$ cat src/rtcwd_defines.svh
// Register offsets, field positions, reset values and timing counts
`ifndef RTCWD_DEFINES_SVH
`define RTCWD_DEFINES_SVH

// ----------------------------------------
// Register byte addresses
// ----------------------------------------
`define RTCWD_CAL_ADDR 20'hFFFF8
`define RTCWD_WDOG_ADDR 20'hFFFF7
`define RTCWD_ICTL_ADDR 20'hFFFF6
`define RTCWD_ALMD_ADDR 20'hFFFF5
`define RTCWD_STAT_ADDR 20'hFFFF0
`define RTCWD_MASK_ADDR 20'hFFFEC
`define RTCWD_FLAG_ADDR 20'hFFFE8

// ----------------------------------------
// Field positions
// ----------------------------------------
`define RTCWD_CAL_OSCDIS 7
`define RTCWD_CAL_SIGN 5
`define RTCWD_WD_STROBE 7
`define RTCWD_WD_WSEL 6
`define RTCWD_IC_WDOG_EN 7
`define RTCWD_IC_ALRM_EN 6
`define RTCWD_IC_PWRF_EN 5
`define RTCWD_IC_HL 3
`define RTCWD_IC_PL 2
`define RTCWD_AD_MASK 7

// ----------------------------------------
// Reset values and writable masks
// ----------------------------------------
`define RTCWD_CAL_RST 8'h00
`define RTCWD_WDOG_RST 8'h00
`define RTCWD_ICTL_RST 8'h00
`define RTCWD_ALMD_RST 8'h00
`define RTCWD_ICTL_WMASK 8'hEC
`define RTCWD_CAL_WMASK 8'hBF
`define RTCWD_ALMD_WMASK 8'hBF

// ----------------------------------------
// Timing
// ----------------------------------------
`define RTCWD_CLK_HZ 100000000
`define RTCWD_TICK_HZ 32
`define RTCWD_TICK_CYC (`RTCWD_CLK_HZ / `RTCWD_TICK_HZ)
`define RTCWD_PULSE_MS 200
`define RTCWD_PULSE_CYC (`RTCWD_CLK_HZ / 1000 * `RTCWD_PULSE_MS)

`endif

$ cat src/rtcwd_pkg.sv
// Types shared by the watchdog and interrupt control block
package rtcwd_pkg;

	// ----------------------------------------
	// Event group
	// ----------------------------------------
	typedef struct packed {
		logic wdog;
		logic alarm;
		logic powerfail;
	} rtcwd_events_t;

	typedef enum logic [1:0] {
		IRQ_IDLE,
		IRQ_PULSE,
		IRQ_HOLD
	} rtcwd_irq_state_t;

endpackage : rtcwd_pkg

$ cat src/rtcwd_ctrl.sv
// Watchdog, alarm date and interrupt control with APB registers
//
// Behaviour
// - oscillator_disable one stops oscillator
// - write select protects timeout, updates strobe
// - timeout counts 31.25 ms ticks, 1 to 3Fh
// - watchdog timeout sets flag, irq if enabled
// - alarm match sets flag, irq if enabled
// - power fail sets flag, irq if enabled
// - polarity high drives high, else open-drain low
// - match_mask zero compares date, one ignores
`timescale 1ns/1ps
`include "rtcwd_defines.svh"
module rtcwd_ctrl import rtcwd_pkg::*; #(
	parameter int TICK_CYC = `RTCWD_TICK_CYC,
	parameter int PULSE_CYC = `RTCWD_PULSE_CYC
) (
	// Clock and reset
	input wire logic core_clk,
	input wire logic resetn,
	// APB slave
	input wire logic psel,
	input wire logic penable,
	input wire logic pwrite,
	input wire logic [19:0] paddr,
	input wire logic [31:0] pwdata,
	output logic [31:0] prdata,
	output logic pready,
	output logic pslverr,
	// Time keeping side
	input wire logic [5:0] currentDate,
	input wire logic alarmOtherMatch,
	input wire logic powerFailPin,
	output logic oscillatorRun,
	output logic [4:0] calMagnitude,
	output logic calSign,
	// Interrupt pin and system interrupt
	output logic irqPinOut,
	output logic irqPinOe,
	output logic irq
);
	// ----------------------------------------
	// Registers
	// ----------------------------------------
	logic [7:0] calibration_control, next_calibration_control;
	logic [5:0] wdogTimeout, next_wdogTimeout;
	logic [7:0] interrupt_control, next_interrupt_control;
	logic [7:0] alarm_date, next_alarm_date;
	logic [2:0] status, next_status;
	logic [2:0] mask, next_mask;
	logic [2:0] flags, next_flags;
	logic [31:0] next_prdata;
	logic wdogRestart, next_wdogRestart;
	logic [31:0] tickCnt, next_tickCnt;
	logic [5:0] wdogCnt, next_wdogCnt;
	logic wdogFire;
	logic pwrFailSync, pwrFailPrev, next_pwrFailPrev;
	logic dateHit, dateHitPrev, next_dateHitPrev;
	rtcwd_events_t ev;
	rtcwd_irq_state_t irqState, next_irqState;
	logic [31:0] pulseCnt, next_pulseCnt;
	logic wrEn, rdEn, flagRead, addrOk;

	assign wrEn = psel && penable && pwrite;
	assign rdEn = psel && penable && !pwrite;
	assign pready = 1'b1;

	rtcwd_sync #(.WIDTH(1)) u_pwrfail_sync (
		.core_clk(core_clk),
		.resetn(resetn),
		.asyncIn(powerFailPin),
		.syncOut(pwrFailSync)
	);

	// ----------------------------------------
	// Address decode
	// ----------------------------------------
	always_comb begin
		addrOk = 1'b1;
		if (paddr == `RTCWD_CAL_ADDR) begin
			next_prdata = {24'h000000, calibration_control};
		end else if (paddr == `RTCWD_WDOG_ADDR) begin
			next_prdata = {24'h000000, 2'b00, wdogTimeout};
		end else if (paddr == `RTCWD_ICTL_ADDR) begin
			next_prdata = {24'h000000, interrupt_control};
		end else if (paddr == `RTCWD_ALMD_ADDR) begin
			next_prdata = {24'h000000, alarm_date};
		end else if (paddr == `RTCWD_STAT_ADDR) begin
			next_prdata = {29'h0000000, status};
		end else if (paddr == `RTCWD_MASK_ADDR) begin
			next_prdata = {29'h0000000, mask};
		end else if (paddr == `RTCWD_FLAG_ADDR) begin
			next_prdata = {29'h0000000, flags};
		end else begin
			next_prdata = 32'h00000000;
			addrOk = 1'b0;
		end
	end
	assign pslverr = psel && penable && !addrOk;
	assign flagRead = rdEn && (paddr == `RTCWD_FLAG_ADDR);

	// ----------------------------------------
	// Register writes
	// ----------------------------------------
	always_comb begin
		next_calibration_control = calibration_control;
		next_wdogTimeout = wdogTimeout;
		next_interrupt_control = interrupt_control;
		next_alarm_date = alarm_date;
		next_mask = mask;
		next_wdogRestart = 1'b0;
		if (wrEn) begin
			if (paddr == `RTCWD_CAL_ADDR) begin
				next_calibration_control = pwdata[7:0] & `RTCWD_CAL_WMASK;
			end else if (paddr == `RTCWD_WDOG_ADDR) begin
				if (!pwdata[`RTCWD_WD_WSEL]) begin
					next_wdogTimeout = pwdata[5:0];
				end
				next_wdogRestart = pwdata[`RTCWD_WD_STROBE];
			end else if (paddr == `RTCWD_ICTL_ADDR) begin
				next_interrupt_control = pwdata[7:0] & `RTCWD_ICTL_WMASK;
			end else if (paddr == `RTCWD_ALMD_ADDR) begin
				next_alarm_date = pwdata[7:0] & `RTCWD_ALMD_WMASK;
			end else if (paddr == `RTCWD_MASK_ADDR) begin
				next_mask = pwdata[2:0];
			end
		end
	end

	assign oscillatorRun = !calibration_control[`RTCWD_CAL_OSCDIS];
	assign calMagnitude = calibration_control[4:0];
	assign calSign = calibration_control[`RTCWD_CAL_SIGN];

	// ----------------------------------------
	// Watchdog
	// ----------------------------------------
	always_comb begin
		next_tickCnt = tickCnt;
		next_wdogCnt = wdogCnt;
		wdogFire = 1'b0;
		if (wdogRestart || wdogTimeout == 6'h00) begin
			next_tickCnt = 32'h00000000;
			next_wdogCnt = 6'h00;
		end else if (oscillatorRun) begin
			if (tickCnt == 32'(TICK_CYC - 1)) begin
				next_tickCnt = 32'h00000000;
				if (wdogCnt + 6'h01 >= wdogTimeout) begin
					wdogFire = 1'b1;
					next_wdogCnt = 6'h00;
				end else begin
					next_wdogCnt = wdogCnt + 6'h01;
				end
			end else begin
				next_tickCnt = tickCnt + 32'h00000001;
			end
		end
	end

	// ----------------------------------------
	// Alarm and power fail events
	// ----------------------------------------
	// date mask
	assign dateHit = alarmOtherMatch && (alarm_date[`RTCWD_AD_MASK] ||
		(alarm_date[5:0] == currentDate));
	assign next_dateHitPrev = dateHit;
	assign next_pwrFailPrev = pwrFailSync;
	assign ev.wdog = wdogFire;
	assign ev.alarm = dateHit && !dateHitPrev;
	assign ev.powerfail = pwrFailSync && !pwrFailPrev;

	// ----------------------------------------
	// Flags and status
	// ----------------------------------------
	always_comb begin
		next_flags = flags;
		next_status = status;
		if (flagRead) begin
			next_flags = 3'b000;
		end
		if (wrEn && paddr == `RTCWD_STAT_ADDR) begin
			next_status = status & ~pwdata[2:0];
		end
		next_flags = next_flags | ev;
		next_status = next_status | ev;
	end

	assign irq = |(status & mask);

	// ----------------------------------------
	// Interrupt pin
	// ----------------------------------------
	logic enHit;
	assign enHit = (ev.wdog && interrupt_control[`RTCWD_IC_WDOG_EN]) ||
		(ev.alarm && interrupt_control[`RTCWD_IC_ALRM_EN]) ||
		(ev.powerfail && interrupt_control[`RTCWD_IC_PWRF_EN]);

	always_comb begin
		next_irqState = irqState;
		next_pulseCnt = pulseCnt;
		case (irqState)
			IRQ_IDLE: begin
				if (enHit) begin
					next_pulseCnt = 32'h00000000;
					if (interrupt_control[`RTCWD_IC_PL]) begin
						next_irqState = IRQ_PULSE;
					end else begin
						next_irqState = IRQ_HOLD;
					end
				end
			end
			IRQ_PULSE: begin
				if (pulseCnt == 32'(PULSE_CYC - 1)) begin
					next_irqState = IRQ_IDLE;
				end else begin
					next_pulseCnt = pulseCnt + 32'h00000001;
				end
			end
			IRQ_HOLD: begin
				if (flagRead && !enHit) begin
					next_irqState = IRQ_IDLE;
				end
			end
			default: begin
				next_irqState = IRQ_IDLE;
			end
		endcase
	end

	always_comb begin
		if (interrupt_control[`RTCWD_IC_HL]) begin
			irqPinOut = (irqState != IRQ_IDLE);
			irqPinOe = 1'b1;
		end else begin
			irqPinOut = 1'b0;
			irqPinOe = (irqState != IRQ_IDLE);
		end
	end

	// ----------------------------------------
	// State registers
	// ----------------------------------------
	always_ff @(posedge core_clk or negedge resetn) begin
		if (!resetn) begin
			calibration_control <= `RTCWD_CAL_RST;
			wdogTimeout <= 6'h00;
			interrupt_control <= `RTCWD_ICTL_RST;
			alarm_date <= `RTCWD_ALMD_RST;
			status <= 3'b000;
			mask <= 3'b000;
			flags <= 3'b000;
			prdata <= 32'h00000000;
			wdogRestart <= 1'b0;
			tickCnt <= 32'h00000000;
			wdogCnt <= 6'h00;
			pwrFailPrev <= 1'b0;
			dateHitPrev <= 1'b0;
			irqState <= IRQ_IDLE;
			pulseCnt <= 32'h00000000;
		end else begin
			calibration_control <= next_calibration_control;
			wdogTimeout <= next_wdogTimeout;
			interrupt_control <= next_interrupt_control;
			alarm_date <= next_alarm_date;
			status <= next_status;
			mask <= next_mask;
			flags <= next_flags;
			if (psel && !penable && !pwrite) begin
				prdata <= next_prdata;
			end
			wdogRestart <= next_wdogRestart;
			tickCnt <= next_tickCnt;
			wdogCnt <= next_wdogCnt;
			pwrFailPrev <= next_pwrFailPrev;
			dateHitPrev <= next_dateHitPrev;
			irqState <= next_irqState;
			pulseCnt <= next_pulseCnt;
		end
	end

endmodule : rtcwd_ctrl

$ cat src/rtcwd_sync.sv
// Three-stage synchroniser for pin inputs
`timescale 1ns/1ps
module rtcwd_sync #(
	parameter int WIDTH = 1
) (
	// Clock and reset
	input wire logic core_clk,
	input wire logic resetn,
	// Data
	input wire logic [WIDTH-1:0] asyncIn,
	output logic [WIDTH-1:0] syncOut
);
	logic [WIDTH-1:0] stage1;
	logic [WIDTH-1:0] stage2;
	logic [WIDTH-1:0] stage3;
	logic [WIDTH-1:0] next_syncOut;

	// ----------------------------------------
	// Accept a change once stages two and three agree
	// ----------------------------------------
	genvar i;
	generate
		for (i = 0; i < WIDTH; i++) begin : g_bit
			always_comb begin
				next_syncOut[i] = syncOut[i];
				if (stage2[i] == stage3[i]) begin
					next_syncOut[i] = stage3[i];
				end
			end
		end
	endgenerate

	always_ff @(posedge core_clk or negedge resetn) begin
		if (!resetn) begin
			stage1 <= '0;
			stage2 <= '0;
			stage3 <= '0;
			syncOut <= '0;
		end else begin
			stage1 <= asyncIn;
			stage2 <= stage1;
			stage3 <= stage2;
			syncOut <= next_syncOut;
		end
	end

endmodule : rtcwd_sync

$ cat config.mk
export PLATFORM = sky130hd
export DESIGN_NAME = rtcwd_ctrl
export DESIGN_NICKNAME = d
export VERILOG_FILES = /design/src/rtcwd_pkg.sv /design/src/rtcwd_ctrl.sv /design/src/rtcwd_sync.sv
export VERILOG_INCLUDE_DIRS = /design/src /design/src/src
export SDC_FILE = /design/constraint.sdc
export NUM_CORES = 1
export LEC_CHECK = 0
export BUFFER_PORTS_ARGS = -buffer_cell sky130_fd_sc_hd__buf_2
export CORE_AREA = 2 2 108 110
export DETAILED_ROUTE_END_ITERATION = 10
export DIE_AREA = 0 0 110 112
export PLACE_DENSITY = 0.83
export SYNTH_ARGS = -nofsm -noshare
export SYNTH_HDL_FRONTEND = slang
export SYNTH_SLANG_ARGS = --single-unit
$ cat constraint.sdc
create_clock -name core_clk -period 7.5 [get_ports core_clk]
set_input_delay 0.375 -clock core_clk [delete_from_list [all_inputs] [get_ports core_clk]]
set_output_delay 0.375 -clock core_clk [all_outputs]
set_load 0.05 [all_outputs]
======== After elaboration in Yosys (flattened, before gate mapping) ========
Index checks and enable logic that the tools add are counted.
operators by class
  $add $sub $neg .......................... 3
  magnitude comparators ................... 1
  equality and inequality tests ........... 18
  mux-type cells .......................... 40
  bitwise logic cells ..................... 10
  reduce and logical (&&, ||, !) cells .... 40
operators by type and width
  kind                                             count
  2-to-1 mux 32 bit                                6
  == test 20 bit, second input constant            7
  adder 32 x 1 -> 32 bit, second input constant    2
  one-hot mux 32 bit (2 select lines)              1
  == test 32 x 22 -> 1 bit, second input constant  1
  == test 32 x 25 -> 1 bit, second input constant  1
  2-to-1 mux 6 bit                                 4
  2-to-1 mux 8 bit                                 3
  2-to-1 mux 1 bit                                 16
  logical AND 1 bit                                15
  2-to-1 mux 3 bit                                 5
  2-to-1 mux 2 bit                                 4
  != test 2 bit, second input constant             4
  AND reduction 4 bit                              2
  logical NOT 1 bit                                7
  adder 6 x 1 -> 6 bit, second input constant      1
  AND 3 bit                                        2
  == test 6 bit                                    1
  greater-or-equal comparator 6 bit                1
  logical NOT 6 bit                                1
  bitwise OR 3 bit                                 2
  one-hot mux 2 bit (3 select lines)               1
  AND reduction 3 bit                              2
  AND reduction 6 bit                              1
  other kinds (12)                                 22
storage, ports and cells
  bits in registers ....................... 145
  output and inout port bits .............. 44
  word-level logic and storage cells ...... 131

======== Logic depth before layout (Yosys ltp) ========
  depth after elaboration ................. 13
  depth in mapped cells ................... 12
  depth with buffers taken out ............ 10

======== Modules after synthesis ========
A second synthesis with hierarchy kept.
second synthesis, totals
  cells, all modules ...................... 692
  area, all modules ....................... 6651.4 um2
modules (own cells, without submodules)
  module      instances  cells an instance  area each (um2)
  rtcwd_ctrl  1          687                6540.0
  rtcwd_sync  1          5                  111.4

======== Worst setup path after synthesis ========
Ideal clock, no wire load.
  path type ............................... input to output
  start point ............................. in paddr[2]
  end point ............................... out pslverr
  data arrival time ....................... 2605 ps
  required time ........................... 7125 ps
  slack ................................... 4520 ps
  stages on the path ...................... 6
  path buffers ............................ 2
  path through ............................ clkbuf_1 -> nand3b_1 -> nor4_1 -> and3_1 -> clkbuf_1 -> nor4_1
on the way
  cells in the longest elaborated chain, start to end .. 10
  elaborated cells on any way between the ends .. 16
RTL lines
  what                      RTL line          text
  start: declaration        rtcwd_ctrl.sv:25  input wire logic [19:0] paddr,
  == test 20 bit (no line)  --
  2-to-1 mux 1 bit          rtcwd_ctrl.sv:92  end else if (paddr == `RTCWD_FLAG_ADDR) begin
  2-to-1 mux 1 bit          rtcwd_ctrl.sv:90  end else if (paddr == `RTCWD_MASK_ADDR) begin
  2-to-1 mux 1 bit          rtcwd_ctrl.sv:88  end else if (paddr == `RTCWD_STAT_ADDR) begin
  2-to-1 mux 1 bit          rtcwd_ctrl.sv:86  end else if (paddr == `RTCWD_ALMD_ADDR) begin
  2-to-1 mux 1 bit          rtcwd_ctrl.sv:84  end else if (paddr == `RTCWD_ICTL_ADDR) begin
  2-to-1 mux 1 bit          rtcwd_ctrl.sv:82  end else if (paddr == `RTCWD_WDOG_ADDR) begin
  2-to-1 mux 1 bit *        rtcwd_ctrl.sv:80  if (paddr == `RTCWD_CAL_ADDR) begin
  logical NOT 1 bit *       rtcwd_ctrl.sv:99  assign pslverr = psel && penable && !addrOk;
  logical AND 1 bit *       rtcwd_ctrl.sv:99
  end: declaration          rtcwd_ctrl.sv:29  output logic pslverr,
Mark *: on every way between the ends. The rest lies on a longest branch, timed or not.

======== Worst setup path in the final report ========
  start point ............................. reg tickCnt[0]
  end point ............................... reg tickCnt[5]
on the way
  cells in the longest elaborated chain, start to end .. 4
  elaborated cells on any way between the ends .. 5
RTL lines
  what                                                                       RTL line                              text
  start: declaration                                                         rtcwd_ctrl.sv:54                      logic [31:0] tickCnt, next_tickCnt;
  start signal: assignment                                                   rtcwd_ctrl.sv:271                     tickCnt <= next_tickCnt;
  adder 32 x 1 -> 32 bit / == test 32 x 22 -> 1 bit (equally long branches)  rtcwd_ctrl.sv:154, rtcwd_ctrl.sv:145
  2-to-1 mux 32 bit *                                                        rtcwd_ctrl.sv:145                     if (tickCnt == 32'(TICK_CYC - 1)) begin
  2-to-1 mux 32 bit *                                                        rtcwd_ctrl.sv:144                     end else if (oscillatorRun) begin
  2-to-1 mux 32 bit *                                                        rtcwd_ctrl.sv:141                     if (wdogRestart || wdogTimeout == 6'h00) begin
Mark *: on every way between the ends. The rest lies on a longest branch, timed or not. The select of a mux whose other input is x is not followed.
A chain may end at the register's enable or synchronous reset.

==> results.ini <==
[critical_path]
arrival_ns=3.39
cp_max_fo=28
cp.required_ns=7.77
start_kind=register
end_kind=register
worst-setup-path-type=reg2reg

[floorplanning]
rows=39
io_pins=109
die_area_um2=12320
core_region_area_um2=11170
chipWidth_um=110
start_util=0.5894
die-height_um=112

[routing]
dr.pass1.iters=5
ant_nets=0
route.final.wire_length_um=14980
num_vias=5239
wl_per_cell_um=16.85
via_per_inst=5.893
drt-initial-drc-count=324
drc=0

[sta]
slew_headroom=0.3031
final-max-slew-violation-count=0
fin_crit_ns=3.129
tightest_slew_ns=1.043
setup_violations=0
rsz0062_at_grt=no
period_share=0.4172
fmax_mhz=319.6
skew_ns=0.008481
finalSetupTns_ns=0
finalHoldViolations=0

[placement]
dp_cells=856
gp_congestion=0.9004
place.port_buffers=59
dp.final_hpwl_um=10350

[power]
power.density_nw_per_um2=204.8
power.total_mw=1.516
vdd_ir_drop_max_mv=0.1887
p_leak_nw=3.338

[synthesis]
synth_most_common_cell=dfrtp_1
synth_top_cell_by_area=dfrtp_1
synth_flop_cell=dfrtp_1
synth_seq_cells=121
syn_avg_cell_area_um2=9.714
synth_common_cells=dfrtp_1 (121), nor2_1 (94), nand2_1 (53)
synth_top_area_share=0.4597
ys_top_cells_by_area=dfrtp_1 (46%), nor2_1 (5.4%), mux2_2 (5.3%), xnor2_1 (4.5%), xor2_1 (4.0%)
syn_area_um2=6586
yosysSeqAreaShare=0.4597
yosys_warnings=0
async_reset_ff_frac=1.000
synthCells=678
synth-edff-count=0
synth_cell_types=65

[cts]
root_buffer=clkbuf_16
cts_tree=yes
clk_pin_slew_ns=0.06
cts_sinks=121
clock_latency_ns=0.42
clockBufferDepth=2
cts_buffers=17
htreeDepth=4
cts_setup_buffers=0

[layout]
fin_nets=807
syn_to_final_growth_pct=12.39
nFillCells=857
n_antenna_cell=0
final_cells=889
drive_gt1_frac=0.1850

[grt]
grt_max_degree=82
grt_usage=0.2623
grt_pass1_vias=5355
grt_pass1_wl_um=25240
grt.overflow.total=0
antenna_found_initial=0

[run]
max-cap-violations=0

[min_path]
hp-class=in2reg

[outcome]
status=complete, no violations

layout make-up:
| type | count | area, um^2 | share of cell area |
|---|---|---|---|
| Sequential cell | 121 | 3028 | 0.4091 |
| Clock inverter | 15 | 127.6 | 0.01724 |
| Timing Repair Buffer | 63 | 330.3 | 0.04462 |
| Tap cell | 143 | 178.9 | 0.02417 |
| Multi-Input combinational cell | 510 | 3237 | 0.4373 |
| Inverter | 20 | 75.07 | 0.01014 |
| Clock buffer | 17 | 425.4 | 0.05747 |
state kept, by name, indices dropped and copies added (netlist names), 2 cells and up:
register / count
irqState: 2
prdata: 8
interrupt_control: 5
calibration_control: 7
status: 3
mask: 3
wdogTimeout: 6
tickCnt: 32
pulseCnt: 32
alarm_date: 7
wdogCnt: 6
flags: 3
where the power goes:
group | total (mW) | switching, mW | internal, mW
Clock | 0.760 | 0.305 | 0.454
Combinational | 0.0911 | 0.0724 | 0.0188
Sequential | 0.665 | 0.00441 | 0.661
logic make-up after synthesis:
family                     count (synthesis)  share of synthesized area
buffers and inverters                     70                    0.06193
xor gates and xnor gates                  64                    0.08511
other                                      2                   0.001140
muxes                                     37                    0.06212
and+or+nand+nor                          312                     0.2411
AOI/OAI and AO/OA                         62                    0.07029
adders and majority gates                 10                    0.01862
DFF                                      121                     0.4597
timing repair:
item	4_1_cts	5_1_grt
hold buffers	1	0
endpoints found under the hold margin	40	0
resized for setup	0	0
critical path, stage by stage, from the launching register on:
cell,delay (ns)
dfrtp_1,0.41
ha_1,0.39
or4b_1,0.49
nor4_2,0.34
nand4_1,0.22
or3_4,0.41
o21ai_4,0.58
nor2_1,0.14
metal layers:
| metal | vias to the layer above | global-route usage | share of wire |
|---|---|---|---|
| met4 | 0 | 0.1004 | 0.017 |
| met2 | 168 | 0.4135 | 0.50 |
| met1 | 2594 | 0.3471 | 0.43 |
| met5 | - | 0 | 0 |
| met3 | 26 | 0.06616 | 0.056 |
| li1 | 2451 | - | - |
cells in the final DEF (no fill, tap or decap), drive strengths merged, types with 5 or more instances in the layout:
cell	synthesis	layout
dfrtp	121	121
nor2	95	95
buf	38	62
nand2	53	53
nand3	40	40
xnor2	34	34
mux2	31	31
xor2	30	30
conb	2	25
nor3	23	23
nand4	22	22
inv	20	22
clkbuf	12	17
nor4	17	17
o21ai	11	11
and3	10	10
clkinv	0	10
ha	9	9
nor2b	8	8
a21oi	8	8
a21o	7	7
and4	6	6
mux2i	6	6
a31oi	5	5
and2	5	5
or3	5	5
stage by stage:
stage / area, um^2 / utilization / hold slack (ns) / setup WS [ns]
5_1_grt: 7402 / 0.6624 / 0.04342 / 4.195
2_1_floorplan: 6673 / - / 0.07941 / 4.520
3_3_place_gp: 6839 / 0.6120 / 0.3441 / 4.468
4_1_cts: 7402 / 0.6624 / 0.03839 / 4.396
6_report: 7402 / 0.6624 / 0.05948 / 4.371
3_5_place_dp: 6839 / 0.6120 / 0.3450 / 4.418
final timing paths:
path	startpoint	endpoint	slack [ns]	cells after the start
max in group asynchronous	resetn	pulseCnt[2]$_DFFE_PN0P_	5.61	3
min in group asynchronous	resetn	pulseCnt[4]$_DFFE_PN0P_	0.49	2
min reg2reg	u_pwrfail_sync.stage1$_DFF_PN0_	u_pwrfail_sync.stage2$_DFF_PN0_	0.35	0
max reg2reg	tickCnt[0]$_DFFE_PN0P_	tickCnt[5]$_DFFE_PN0P_	4.37	7
max	tickCnt[0]$_DFFE_PN0P_	tickCnt[5]$_DFFE_PN0P_	4.37	7
min	powerFailPin	u_pwrfail_sync.stage1$_DFF_PN0_	0.06	1
No activity file was read; power rests on OpenSTA's default activity.
